$ cat src/sei_pkg.sv
// Shared constants and types for the two-wire serial EEPROM slave
package sei_pkg;

	// ****************************************
	// Timing
	// ****************************************
	localparam int CLK_PERIOD_NS = 50;                 // System clock period
	localparam int NOISE_NS      = 100;                // Shortest pulse kept on a pin
	// Stable samples a pin needs before a change is taken, rounded up
	localparam logic [1:0] FILT_CYC = 2'((NOISE_NS + CLK_PERIOD_NS - 1) / CLK_PERIOD_NS);
	localparam logic [1:0] FILT_LAST = FILT_CYC - 2'h1;

	// ****************************************
	// Byte framing and addressing
	// ****************************************
	localparam logic [3:0] TYPE_CODE   = 4'hA;         // Fixed device type code
	localparam logic [3:0] BIT_LAST    = 4'h7;         // Rising edges before the eighth
	localparam logic [3:0] BIT_ACK     = 4'h8;         // Count during the ninth clock
	localparam logic [3:0] BIT_END     = 4'h9;         // Count after the ninth rise
	localparam logic [3:0] BIT_TENTH   = 4'h1;         // Count during the tenth clock
	localparam int         ADDR_W      = 11;           // Memory address width
	localparam int         PROTECT_BIT = 10;           // Set for the upper half
	localparam int         LAT_W       = 4;            // Page latch index width
	localparam logic [10:0] ADDR_ZERO  = 11'h000;

	// ****************************************
	// Protocol states
	// ****************************************
	typedef enum logic [2:0] {
		ST_IDLE = 3'h0,    // Standby
		ST_DEV  = 3'h1,    // Taking the device address byte
		ST_WADR = 3'h3,    // Taking the memory address byte
		ST_WDAT = 3'h2,    // Taking write data
		ST_RDAT = 3'h6,    // Sending read data
		ST_WAIT = 3'h7     // Not addressed, waiting for a start
	} sei_state_t;

endpackage

$ cat src/sei_pin_filt.sv
// Two-flop synchroniser with pulse rejection for one bus pin
module sei_pin_filt
	import sei_pkg::*;
#(
	parameter logic RST_VAL = 1'b1
)
(
	input  wire logic clock,     // System clock
	input  wire logic sys_rst,   // Asynchronous reset, active high
	input  wire logic pin_in,    // Raw pin level
	output logic      pin_filt   // Synchronised, filtered level
);

	logic       sync1_r;
	logic       sync2_r;
	logic [1:0] cnt_r;

	// ****************************************
	// Synchroniser
	// ****************************************
	// First flop feeds only the second
	always_ff @(posedge clock or posedge sys_rst)
	begin
		if (sys_rst)
		begin
			sync1_r <= RST_VAL;
			sync2_r <= RST_VAL;
		end
		else
		begin
			sync1_r <= pin_in;
			sync2_r <= sync1_r;
		end
	end

	// ****************************************
	// Pulse filter
	// ****************************************
	// A change must hold for the noise time before it is taken
	always_ff @(posedge clock or posedge sys_rst)
	begin
		if (sys_rst)
		begin
			cnt_r    <= 2'h0;
			pin_filt <= RST_VAL;
		end
		else if (sync2_r == pin_filt)
			cnt_r <= 2'h0;
		else if (cnt_r == FILT_LAST)
		begin
			cnt_r    <= 2'h0;
			pin_filt <= sync2_r;
		end
		else
			cnt_r <= cnt_r + 2'h1;
	end

endmodule

$ cat src/sei_slave.sv
// Slave protocol engine of a 2K x 8 two-wire serial EEPROM
// What this block does
// Start and stop framed by SDA while SCL high
// Receiver pulls SDA low on ninth clock
// Missing master acknowledge ends read, standby
// Address byte: type 1010, high bits, direction
// Direction one reads, zero writes
// Write bits sampled at SCL rise
// Read bits shifted out at SCL fall
// Address: three bits plus next byte
// Memory address byte only in writes
// Byte write acknowledged byte by byte
// Valid stop starts programming, inputs then ignored
// Protected upper half with WP: no programming
// Page write: sixteen bytes, counter advances
// Programming only on stop after acknowledge
// Silent to polling until programming done
// Master polls or waits full programming time
// Bus ignored while power-on reset active
// Current read sends counter byte, then increments
// Random read: dummy write then read
// Master acknowledge continues sequential read
// Counter wraps past last location to zero
// Master ends read with no acknowledge, stop
// Pin pulses under noise time rejected
// Wrong type code: no acknowledge, await start
// SDA open drain, driven only low
module sei_slave
	import sei_pkg::*;
(
	input  wire logic               clock,        // System clock, 20 MHz
	input  wire logic               sys_rst,      // Asynchronous reset, active high
	input  wire logic               scl_in,       // Bus clock pin
	input  wire logic               sda_in,       // Bus data pin level
	output logic                    sda_out,      // Data pin drive value
	output logic                    sda_oe,       // Data pin driven low when high
	input  wire logic               wp_in,        // Write protect pin
	input  wire logic               por_active,   // Internal power-on reset
	input  wire logic               prog_busy,    // Programming timer running
	output logic [ADDR_W-1:0]       mem_rd_addr,  // Read address to the array
	input  wire logic [7:0]         mem_rd_data,  // Array data at mem_rd_addr
	output logic                    lat_we,       // Page latch write pulse
	output logic [LAT_W-1:0]        lat_addr,     // Page latch index
	output logic [7:0]              lat_data,     // Page latch data
	output logic                    prog_start,   // Start programming pulse
	output logic [ADDR_W-1:0]       prog_addr     // Address of the written page
);

	// ****************************************
	// Pin conditioning
	// ****************************************
	logic scl_f;
	logic sda_f;
	logic wp_f;

	sei_pin_filt #(.RST_VAL(1'b1)) u_scl (
		.clock    (clock),
		.sys_rst  (sys_rst),
		.pin_in   (scl_in),
		.pin_filt (scl_f)
	);

	sei_pin_filt #(.RST_VAL(1'b1)) u_sda (
		.clock    (clock),
		.sys_rst  (sys_rst),
		.pin_in   (sda_in),
		.pin_filt (sda_f)
	);

	sei_pin_filt #(.RST_VAL(1'b0)) u_wp (
		.clock    (clock),
		.sys_rst  (sys_rst),
		.pin_in   (wp_in),
		.pin_filt (wp_f)
	);

	// ****************************************
	// Bus events
	// ****************************************
	sei_state_t        state_r;
	logic              scl_d_r;
	logic              sda_d_r;
	logic [3:0]        bit_cnt_r;
	logic [7:0]        rx_r;
	logic [7:0]        tx_r;
	logic              ack_r;
	logic              got_data_r;
	logic [2:0]        addr_hi_r;
	logic [ADDR_W-1:0] cnt_r;
	logic [ADDR_W-1:0] wr_base_r;

	logic       rise;
	logic       fall;
	logic       start_c;
	logic       stop_c;
	logic       ignore;
	logic       calm;
	logic       byte_done;
	logic       ack_rise;
	logic       ack_fall;
	logic       type_ok;
	logic [7:0] rx_byte;

	// Counter step with roll-over to zero
	function automatic logic [ADDR_W-1:0] inc_addr(input logic [ADDR_W-1:0] a);
		inc_addr = a + ADDR_W'(1);
	endfunction

	// Previous filtered levels for edge finding
	always_ff @(posedge clock or posedge sys_rst)
	begin
		if (sys_rst)
		begin
			scl_d_r <= 1'b1;
			sda_d_r <= 1'b1;
		end
		else
		begin
			scl_d_r <= scl_f;
			sda_d_r <= sda_f;
		end
	end

	// Edge and condition decode
	assign rise      = scl_f & ~scl_d_r;
	assign fall      = ~scl_f & scl_d_r;
	assign start_c   = scl_f & scl_d_r & sda_d_r & ~sda_f;
	assign stop_c    = scl_f & scl_d_r & ~sda_d_r & sda_f;
	assign ignore    = por_active | prog_busy | prog_start;
	assign calm      = ~ignore & ~start_c & ~stop_c;
	assign rx_byte   = {rx_r[6:0], sda_f};
	assign byte_done = rise & (bit_cnt_r == BIT_LAST) & (state_r != ST_RDAT);
	assign ack_rise  = rise & (bit_cnt_r == BIT_ACK);
	assign ack_fall  = fall & (bit_cnt_r == BIT_END);
	assign type_ok   = (rx_byte[7:4] == TYPE_CODE);

	// ****************************************
	// Protocol state and bit count
	// ****************************************
	always_ff @(posedge clock or posedge sys_rst)
	begin
		if (sys_rst)
		begin
			state_r   <= ST_IDLE;
			bit_cnt_r <= 4'h0;
			ack_r     <= 1'b0;
		end
		else if (ignore)
		begin
			state_r   <= ST_IDLE;
			bit_cnt_r <= 4'h0;
			ack_r     <= 1'b0;
		end
		else if (start_c)
		begin
			state_r   <= ST_DEV;
			bit_cnt_r <= 4'h0;
			ack_r     <= 1'b0;
		end
		else if (stop_c)
		begin
			state_r <= ST_IDLE;
			ack_r   <= 1'b0;
		end
		else
		begin
			if (ack_fall)
			begin
				bit_cnt_r <= 4'h0;
				ack_r     <= 1'b0;
			end
			else if (rise)
				bit_cnt_r <= bit_cnt_r + 4'h1;
			if (byte_done)
			begin
				unique case (state_r)
					ST_DEV:
					begin
						if (!type_ok)
						begin
							state_r <= ST_WAIT;
							ack_r   <= 1'b0;
						end
						else
						begin
							state_r <= rx_byte[0] ? ST_RDAT : ST_WADR;
							ack_r   <= 1'b1;
						end
					end
					ST_WADR, ST_WDAT:
					begin
						state_r <= ST_WDAT;
						ack_r   <= 1'b1;
					end
					default:
						ack_r <= 1'b0;
				endcase
			end
			// No master acknowledge after a sent byte ends the read
			if (ack_rise && state_r == ST_RDAT && !ack_r && sda_f)
				state_r <= ST_IDLE;
		end
	end

	// ****************************************
	// Receive shifter
	// ****************************************
	// Write bits taken on the clock rise
	always_ff @(posedge clock or posedge sys_rst)
	begin
		if (sys_rst)
			rx_r <= 8'h00;
		else if (rise && bit_cnt_r <= BIT_LAST)
			rx_r <= rx_byte;
	end

	// ****************************************
	// Data pin drive
	// ****************************************
	// Pin only ever pulled low; released on any frame event
	always_ff @(posedge clock or posedge sys_rst)
	begin
		if (sys_rst)
		begin
			sda_oe <= 1'b0;
			tx_r   <= 8'h00;
		end
		else if (!calm)
			sda_oe <= 1'b0;
		else if (fall)
		begin
			if (bit_cnt_r == BIT_ACK)
				sda_oe <= ack_r;
			else if (ack_fall && state_r == ST_RDAT)
			begin
				tx_r   <= mem_rd_data;
				sda_oe <= ~mem_rd_data[7];
			end
			else if (state_r == ST_RDAT && bit_cnt_r != BIT_END && bit_cnt_r != 4'h0)
			begin
				tx_r   <= {tx_r[6:0], 1'b0};
				sda_oe <= ~tx_r[6];
			end
			else
				sda_oe <= 1'b0;
		end
	end

	assign sda_out = 1'b0;

	// ****************************************
	// Address counter
	// ****************************************
	always_ff @(posedge clock or posedge sys_rst)
	begin
		if (sys_rst)
		begin
			addr_hi_r <= 3'h0;
			cnt_r     <= ADDR_ZERO;
			wr_base_r <= ADDR_ZERO;
		end
		else if (calm)
		begin
			if (byte_done && state_r == ST_DEV)
				addr_hi_r <= rx_byte[3:1];
			if (byte_done && state_r == ST_WADR)
			begin
				cnt_r     <= {addr_hi_r, rx_byte};
				wr_base_r <= {addr_hi_r, rx_byte};
			end
			else if (byte_done && state_r == ST_WDAT)
				cnt_r <= inc_addr(cnt_r);
			else if (ack_rise && state_r == ST_RDAT && !ack_r)
				cnt_r <= inc_addr(cnt_r);
		end
	end

	assign mem_rd_addr = cnt_r;

	// ****************************************
	// Page latch and programming requests
	// ****************************************
	// Each data byte goes to the latch at the counter's low bits
	always_ff @(posedge clock or posedge sys_rst)
	begin
		if (sys_rst)
		begin
			lat_we     <= 1'b0;
			lat_addr   <= 4'h0;
			lat_data   <= 8'h00;
			got_data_r <= 1'b0;
		end
		else
		begin
			lat_we <= calm & byte_done & (state_r == ST_WDAT);
			if (calm && byte_done && state_r == ST_WDAT)
			begin
				lat_addr   <= cnt_r[LAT_W-1:0];
				lat_data   <= rx_byte;
				got_data_r <= 1'b1;
			end
			else if (start_c)
				got_data_r <= 1'b0;
		end
	end

	// Stop right after the final acknowledge, not protected
	always_ff @(posedge clock or posedge sys_rst)
	begin
		if (sys_rst)
		begin
			prog_start <= 1'b0;
			prog_addr  <= ADDR_ZERO;
		end
		else
		begin
			prog_start <= stop_c & ~ignore & (state_r == ST_WDAT)
				& (bit_cnt_r == BIT_TENTH) & got_data_r
				& ~(wp_f & wr_base_r[PROTECT_BIT]);
			if (stop_c)
				prog_addr <= wr_base_r;
		end
	end
endmodule

$ cat config.mk
export PLATFORM = sky130hd
export DESIGN_NAME = sei_slave
export DESIGN_NICKNAME = d
export VERILOG_FILES = /design/src/sei_pkg.sv /design/src/sei_pin_filt.sv /design/src/sei_slave.sv
export SDC_FILE = /design/constraint.sdc
export NUM_CORES = 1
export LEC_CHECK = 0
export BUFFER_PORTS_ARGS = -buffer_cell sky130_fd_sc_hd__buf_2
export CAP_MARGIN = 40
export CORE_MARGIN = 2
export CORE_UTILIZATION = 58
export DETAILED_ROUTE_END_ITERATION = 16
export MAX_ROUTING_LAYER = met4
export PLACE_DENSITY = 0.78
export SETUP_SLACK_MARGIN = 0.2
export SYNTH_ARGS = -nofsm -noshare
export SYNTH_HDL_FRONTEND = slang
export SYNTH_HIERARCHICAL = 1
export SYNTH_SLANG_ARGS = --single-unit
$ cat constraint.sdc
create_clock -name clock -period 3.66 [get_ports clock]
set_input_delay 0.732 -clock clock [delete_from_list [all_inputs] [get_ports clock]]
set_output_delay 0.732 -clock clock [all_outputs]
set_load 0.05 [all_outputs]
==> results of run 1 <==
==> layout make-up <==
| cell class | instances | area [um2] |
|---|---|---|
| tap | 99 | 124 |
| multi-input combinational | 207 | 1720 |
| fill | 582 | 2430 |
| clock inverter | 4 | 51.3 |
| sequential | 91 | 2290 |
| inverter | 20 | 75.1 |
| clock buffer | 12 | 145 |
| timing repair buffer | 55 | 305 |
==> worst max-delay path by stage <==
stage | start | end | slack, ps | depth (start not counted)
after global placement | prog_busy | mem_rd_addr[1] | 1030 | 6
after floorplan | sys_rst | ack_r | 990 | 1
after CTS | u_scl/pin_filt | mem_rd_addr[1] | 1270 | 4
after global routing | u_scl/pin_filt | mem_rd_addr[1] | 1140 | 4
final | u_scl/pin_filt | mem_rd_addr[1] | 1250 | 4
after detailed placement | prog_busy | mem_rd_addr[1] | 1020 | 6
==> report_power, final <==
group / switching [uW] / total [uW] / leakage, uW / internal [uW]
clock network: 349 / 685 / 0.0000966 / 335
registers: 168 / 1290 / 0.00117 / 1120
logic: 172 / 366 / 0.00103 / 195
total: 689 / 2340 / 0.00230 / 1650
==> through the flow <==
step           utilization [%]  setup slack [ps]  hold WS, ps
2_1_floorplan                -               993          331
3_3_place_gp              62.8              1030          333
3_5_place_dp              63.2              1020          335
4_1_cts                   65.9              1270          280
5_1_grt                   65.9              1140          296
6_report                  65.9              1250          292
==> sequential cells by signal, indices dropped and copies added (netlist names), 2 cells and up <==
| signal | flops |
|---|---|
| addr_hi_r | 3 |
| bit_cnt_r | 4 |
| lat_addr | 4 |
| lat_data | 8 |
| mem_rd_addr | 11 |
| prog_addr | 11 |
| rx_r | 7 |
| state_r | 3 |
| tx_r | 7 |
| u_scl/cnt_r | 2 |
| u_sda/cnt_r | 2 |
| u_wp/cnt_r | 2 |
| wr_base_r | 11 |
==> per-layer routing <==
metal / up-vias / wire [um] / part of all wire (%)
met5: - / 0 / 0
met4: 0 / 135 / 1.6
met3: 9 / 409 / 5.0
met2: 88 / 4000 / 49
met1: 1427 / 3700 / 45
li1: 1303 / - / -
==> synthesized netlist by cell type, drive strengths merged (2+ instances only) <==
| library cell | n |
|---|---|
| clkbuf | 3 |
| a22oi | 7 |
| nand3 | 8 |
| o211ai | 3 |
| o41ai | 2 |
| a31oi | 3 |
| nand2 | 9 |
| xor2 | 2 |
| buf | 16 |
| nor4 | 2 |
| nand4b | 5 |
| a22o | 2 |
| o21a | 2 |
| ha | 4 |
| mux2 | 51 |
| nor3b | 4 |
| nand2b | 2 |
| nor2 | 17 |
| or3 | 3 |
| dfstp | 8 |
| and3b | 2 |
| dfrtp | 83 |
| nand3b | 2 |
| nor3 | 7 |
| and2 | 2 |
| inv | 20 |
| nand4 | 7 |
| and3 | 5 |
| nor2b | 6 |
| o221ai | 9 |
| mux2i | 12 |
| a21oi | 12 |
| xnor2 | 4 |
==> cells by family (layout without fill, tap and decap cells) <==
group,Yosys count,count (layout),synth area share (%)
compound gates,48,48,8.90
flops,91,91,54.4
xor+xnor,6,6,1.25
mux,63,63,17.0
fa+ha+maj,4,4,1.19
simple gates,85,85,12.4
other cells,1,1,0.0893
buf+inv,39,91,4.70
==> run_results.csv, run 1 <==
group,metric,value,unit
yosys,synth_top_area_cell,"dfrtp_1",
route,vias,2827,
yosys,synth_cell_types,56,
yosys,synth_area_leaders,"dfrtp_1 (49%), mux2_2 (12%), dfstp_2 (5.0%), mux2i_1 (2.9%), o221ai_1 (1.9%)",
timing,period_minus_slack,2410,ps
timing,final_hold_viol_count,0,
timing,finalCritPeriodShare,65.9,%
clock_tree,cts.sinks,91,
yosys,synth_edf_count,0,
clock_tree,cts-buffers-inserted,9,
placed_design,place_inst,472,
timing,setup_viol,0,
yosys,netlist_area,4200,um2
clock_tree,cts.htree.levels,3,
power_and_ir_drop,peakVddDrop,342,uV
critical_path,r2r_end,"mem_rd_addr[1]",
placed_design,port_buffers,51,
critical_path,required,3900,ps
critical_path,reg2reg_slack,1250,ps
power_and_ir_drop,total_leakage_power,0.00230,uW
layout,final_cell_mix,"dfrtp_1 (83), buf_2 (51), mux2_2 (45)",
clock_tree,holdBufCountCts,0,
route,drt_iter0_drc,337,
floorplan,start_util,58.9,%
critical_path,startpoint_type,"flip-flop",
layout,layout_commonest_cell,"dfrtp_1",
grt,grt_pass1_vias,2692,
layout,final_net_count,403,
yosys,syn_avg_cell_area,12.5,um2
yosys,synthArstFlopShare,100,%
critical_path,rr_worst_depth,4,
route,drc,0,
critical_path,cp_data_arrival_time,2660,ps
route,wl,8250,um
route,dr.pass1.iters,5,
critical_path,crit_family,"simple AND/OR/NAND/NOR gates",
clock_tree,cts_setup_buffers,0,
outcome,outcome,"completed",
critical_path,critPathMaxFanout,13,
timing,rsz0062_at_grt,"false",
grt,gr-usage-met1,31.6,%
power_and_ir_drop,total_power,2340,uW
timing,fmax,415,MHz
grt,top_usage_layer,"met2",
clock_tree,clk_pin_slew,90,ps
route,avgViaCountPerCell,5.79,
yosys,yosys_warnings,6,
clock_tree,clock_path_buffers,2,
critical_path,crit_buf_inv,0,
timing,clock-skew-final,6.17,ps
floorplan,die_x,89.1,um
floorplan,dieArea,7940,um2
clock_tree,cts_tree,"done",
timing,slew_headroom,47.2,%
placed_design,routabilityCongestion,0.843,
placed_design,dp_hpwl,5670,um
job,max_cap_viol_count,0,
yosys,synth_top_cell_area_share,49.4,%
grt,grt_max_degree,60,
layout,finalNonFillerCells,488,
timing,final.setup.tns,0,ps
timing,tightest_slew,792,ps
grt,grt_util_all_layers,22.8,%
layout,drive_above_1_share,35.7,%
yosys,synth.ff_latch_count,91,
yosys,synth-main-ff-cell,"dfrtp_1",
yosys,syn_nets,356,
critical_path,critPathSlowestCell,"dfstp_2",
floorplan,die_y,89.1,um
floorplan,ioPinCount,53,
clock_tree,clk_latency,350,ps
worst_hold_path,hold_path_class,"input pin to async pin",
route,drtAntennaViolNets,0,
layout,stdcell_area,4700,um2
critical_path,cp_cell_sequence,"and3b_1 -> and2_1 -> o21a_1 -> mux2_2",
placed_design,placed_cell_area,4510,um2
critical_path,max_stage_delay,690,ps
grt,grt.overflow.total,0,
critical_path,path_class,"flip-flop to flip-flop",
grt,grt_use_met2,33.6,%
grt,antenna_found_initial,0,
floorplan,placementRows,31,
layout,diodes,0,
floorplan,core_area,7140,um2
critical_path,worstSetupEndpointType,"flip-flop",
timing,report.final.slew_viol_count,0,
grt,grt_pass1_wl,13500,um
yosys,seq_area_frac_synth,54.4,%
route,wire_per_inst,16.9,um
grt,grtUsageMet3,4.89,%
power_and_ir_drop,cellPowerDensity,498,nW/um2
layout,syn_to_final_growth,12.0,%
critical_path,rr_startpoint,"u_scl/pin_filt",
yosys,netlist_instances,337,
clock_tree,cts-resized-gates,0,
clock_tree,root_buffer,"clkbuf_8",
(Power assumes the default switching activity.)
==> inputs of run 2 (changes only) <==
==> constraint.sdc (replaced) <==
create_clock -name clock -period 2.27 [get_ports clock]
set_input_delay 0.454 -clock clock [delete_from_list [all_inputs] [get_ports clock]]
set_output_delay 0.454 -clock clock [all_outputs]
set_load 0.05 [all_outputs]
==> run 2 against run 1 <==
Net effect: wire length increased by 1.7%; clock skew is 4.5 ps higher; sequential share of layout area shrank 1.6 points; register-to-register slack worse by 1000 ps; first-iteration DRC count fell by 23%; clock power up 75%; worst hold slack got worse by 280 ps; via count is 3.3% higher; sequential power rose by 57%; total power is 68% higher; utilization increased by 2.3 points; fmax increased by 18%; largest cell class unchanged.
==> run_results.csv, run 2 (synthesis results as in run 1) <==
group,metric,value,unit
route,drc,0,
floorplan,dieArea,7940,um2
worst_hold_path,hold_path_class,"input pin to async pin",
critical_path,path_class,"flip-flop to flip-flop",
clock_tree,cts_tree,"done",
route,drt_iter0_drc,259,
grt,grt_util_all_layers,22.6,%
clock_tree,clk_latency,360,ps
layout,final_net_count,420,
layout,diodes,0,
clock_tree,cts.sinks,91,
placed_design,placed_cell_area,4610,um2
clock_tree,holdBufCountCts,0,
route,wire_per_inst,16.6,um
timing,rsz0062_at_grt,"false",
grt,grt_pass1_wl,13300,um
floorplan,core_area,7140,um2
layout,stdcell_area,4870,um2
placed_design,port_buffers,51,
timing,period_minus_slack,2040,ps
outcome,outcome,"completed",
floorplan,die_y,89.1,um
critical_path,critPathMaxFanout,12,
route,dr.pass1.iters,5,
critical_path,reg2reg_slack,230,ps
floorplan,die_x,89.1,um
timing,final_hold_viol_count,0,
clock_tree,root_buffer,"clkbuf_8",
floorplan,placementRows,31,
critical_path,rr_startpoint,"bit_cnt_r[0]",
timing,report.final.slew_viol_count,0,
grt,grt.overflow.total,0,
grt,antenna_found_initial,0,
timing,tightest_slew,678,ps
critical_path,startpoint_type,"flip-flop",
timing,slew_headroom,54.2,%
critical_path,cp_data_arrival_time,2290,ps
clock_tree,cts-buffers-inserted,9,
critical_path,required,2530,ps
power_and_ir_drop,cellPowerDensity,809,nW/um2
clock_tree,clock_path_buffers,2,
critical_path,startpoint,"bit_cnt_r[0]",
grt,grt_max_degree,55,
layout,fin_util,68.2,%
job,max_cap_viol_count,0,
clock_tree,cts.htree.levels,3,
route,vias,2920,
grt,grt_pass1_vias,2632,
layout,nFillCells,549,
timing,finalCritPeriodShare,89.7,%
route,drtAntennaViolNets,0,
layout,drive_above_1_share,39.2,%
clock_tree,clk_pin_slew,100,ps
layout,final_cell_mix,"dfrtp_1 (83), buf_2 (51), mux2_2 (45)",
timing,fmax,491,MHz
route,avgViaCountPerCell,5.78,
timing,clock-skew-final,10.6,ps
timing,final.setup.tns,0,ps
floorplan,start_util,58.9,%
critical_path,rr_worst_depth,6,
power_and_ir_drop,peakVddDrop,578,uV
layout,syn_to_final_growth,15.9,%
floorplan,ioPinCount,53,
placed_design,dp_hpwl,5740,um
critical_path,worstSetupEndpointType,"flip-flop",
power_and_ir_drop,total_leakage_power,0.00241,uW
route,wl,8400,um
layout,layout_commonest_cell,"dfrtp_1",
timing,setup_viol,0,
placed_design,routabilityCongestion,0.903,
## run 2: cell type report
type | count | area, um2 | area share [%]
sequential | 91 | 2290 | 47.0
timing repair buffer | 72 | 438 | 9.00
tap | 99 | 124 | 2.54
multi-input combinational | 207 | 1720 | 35.4
clock inverter | 6 | 78.8 | 1.62
clock buffer | 10 | 138 | 2.83
inverter | 20 | 78.8 | 1.62
## run 2: power breakdown
part           internal [uW]  leakage (uW)  switching [uW]  total, uW
Combinational            361       0.00113             352        713
Clock                    565      0.000111             631       1200
Sequential              1810       0.00117             217       2030
## run 2: critical path, cell delays in order (launching register included)
cell and delay, ps:
dfrtp_1 440, ha_1 220, and3b_1 290, and3_4 340, buf_4 210, o221ai_1 160
a22o_1 260
## run 2: what timing repair did
| item | in CTS | in global routing |
|---|---|---|
| gates resized for setup | 0 | 2 |
| setup buffers | 0 | 4 |
| hold endpoints to repair | 0 | 0 |
| endpoints found under the setup margin | 0 | 21 |
## run 2: path summary, 6_finish.rpt
| path | end |
|---|---|
| min | u_scl/cnt_r[0] |
| max in group asynchronous | wr_base_r[9] |
| min in group clock | u_sda/sync1_r |
| min reg2reg | u_wp/sync2_r |
| max reg2reg | mem_rd_addr[8] |
| max | mem_rd_addr[8] |
## run 2: per-stage QoR
stage	setup WS, ps	hold WS [ps]	total power [uW]	cells
floorplan	307	230	2520	337
global placement	211	336	2720	485
detailed placement	169	337	2760	485
CTS	278	10.2	3950	501
global route	188	15.0	4110	505
finish	235	14.6	3940	505
## run 2: layer usage
| metal | track usage [%] | vias up | part of all wire, % |
|---|---|---|---|
| li1 | - | 1348 | - |
| met1 | 33.2 | 1481 | 46 |
| met2 | 32.1 | 78 | 48 |
| met3 | 3.32 | 13 | 3.9 |
| met4 | 8.55 | 0 | 2.0 |
| met5 | - | - | 0 |
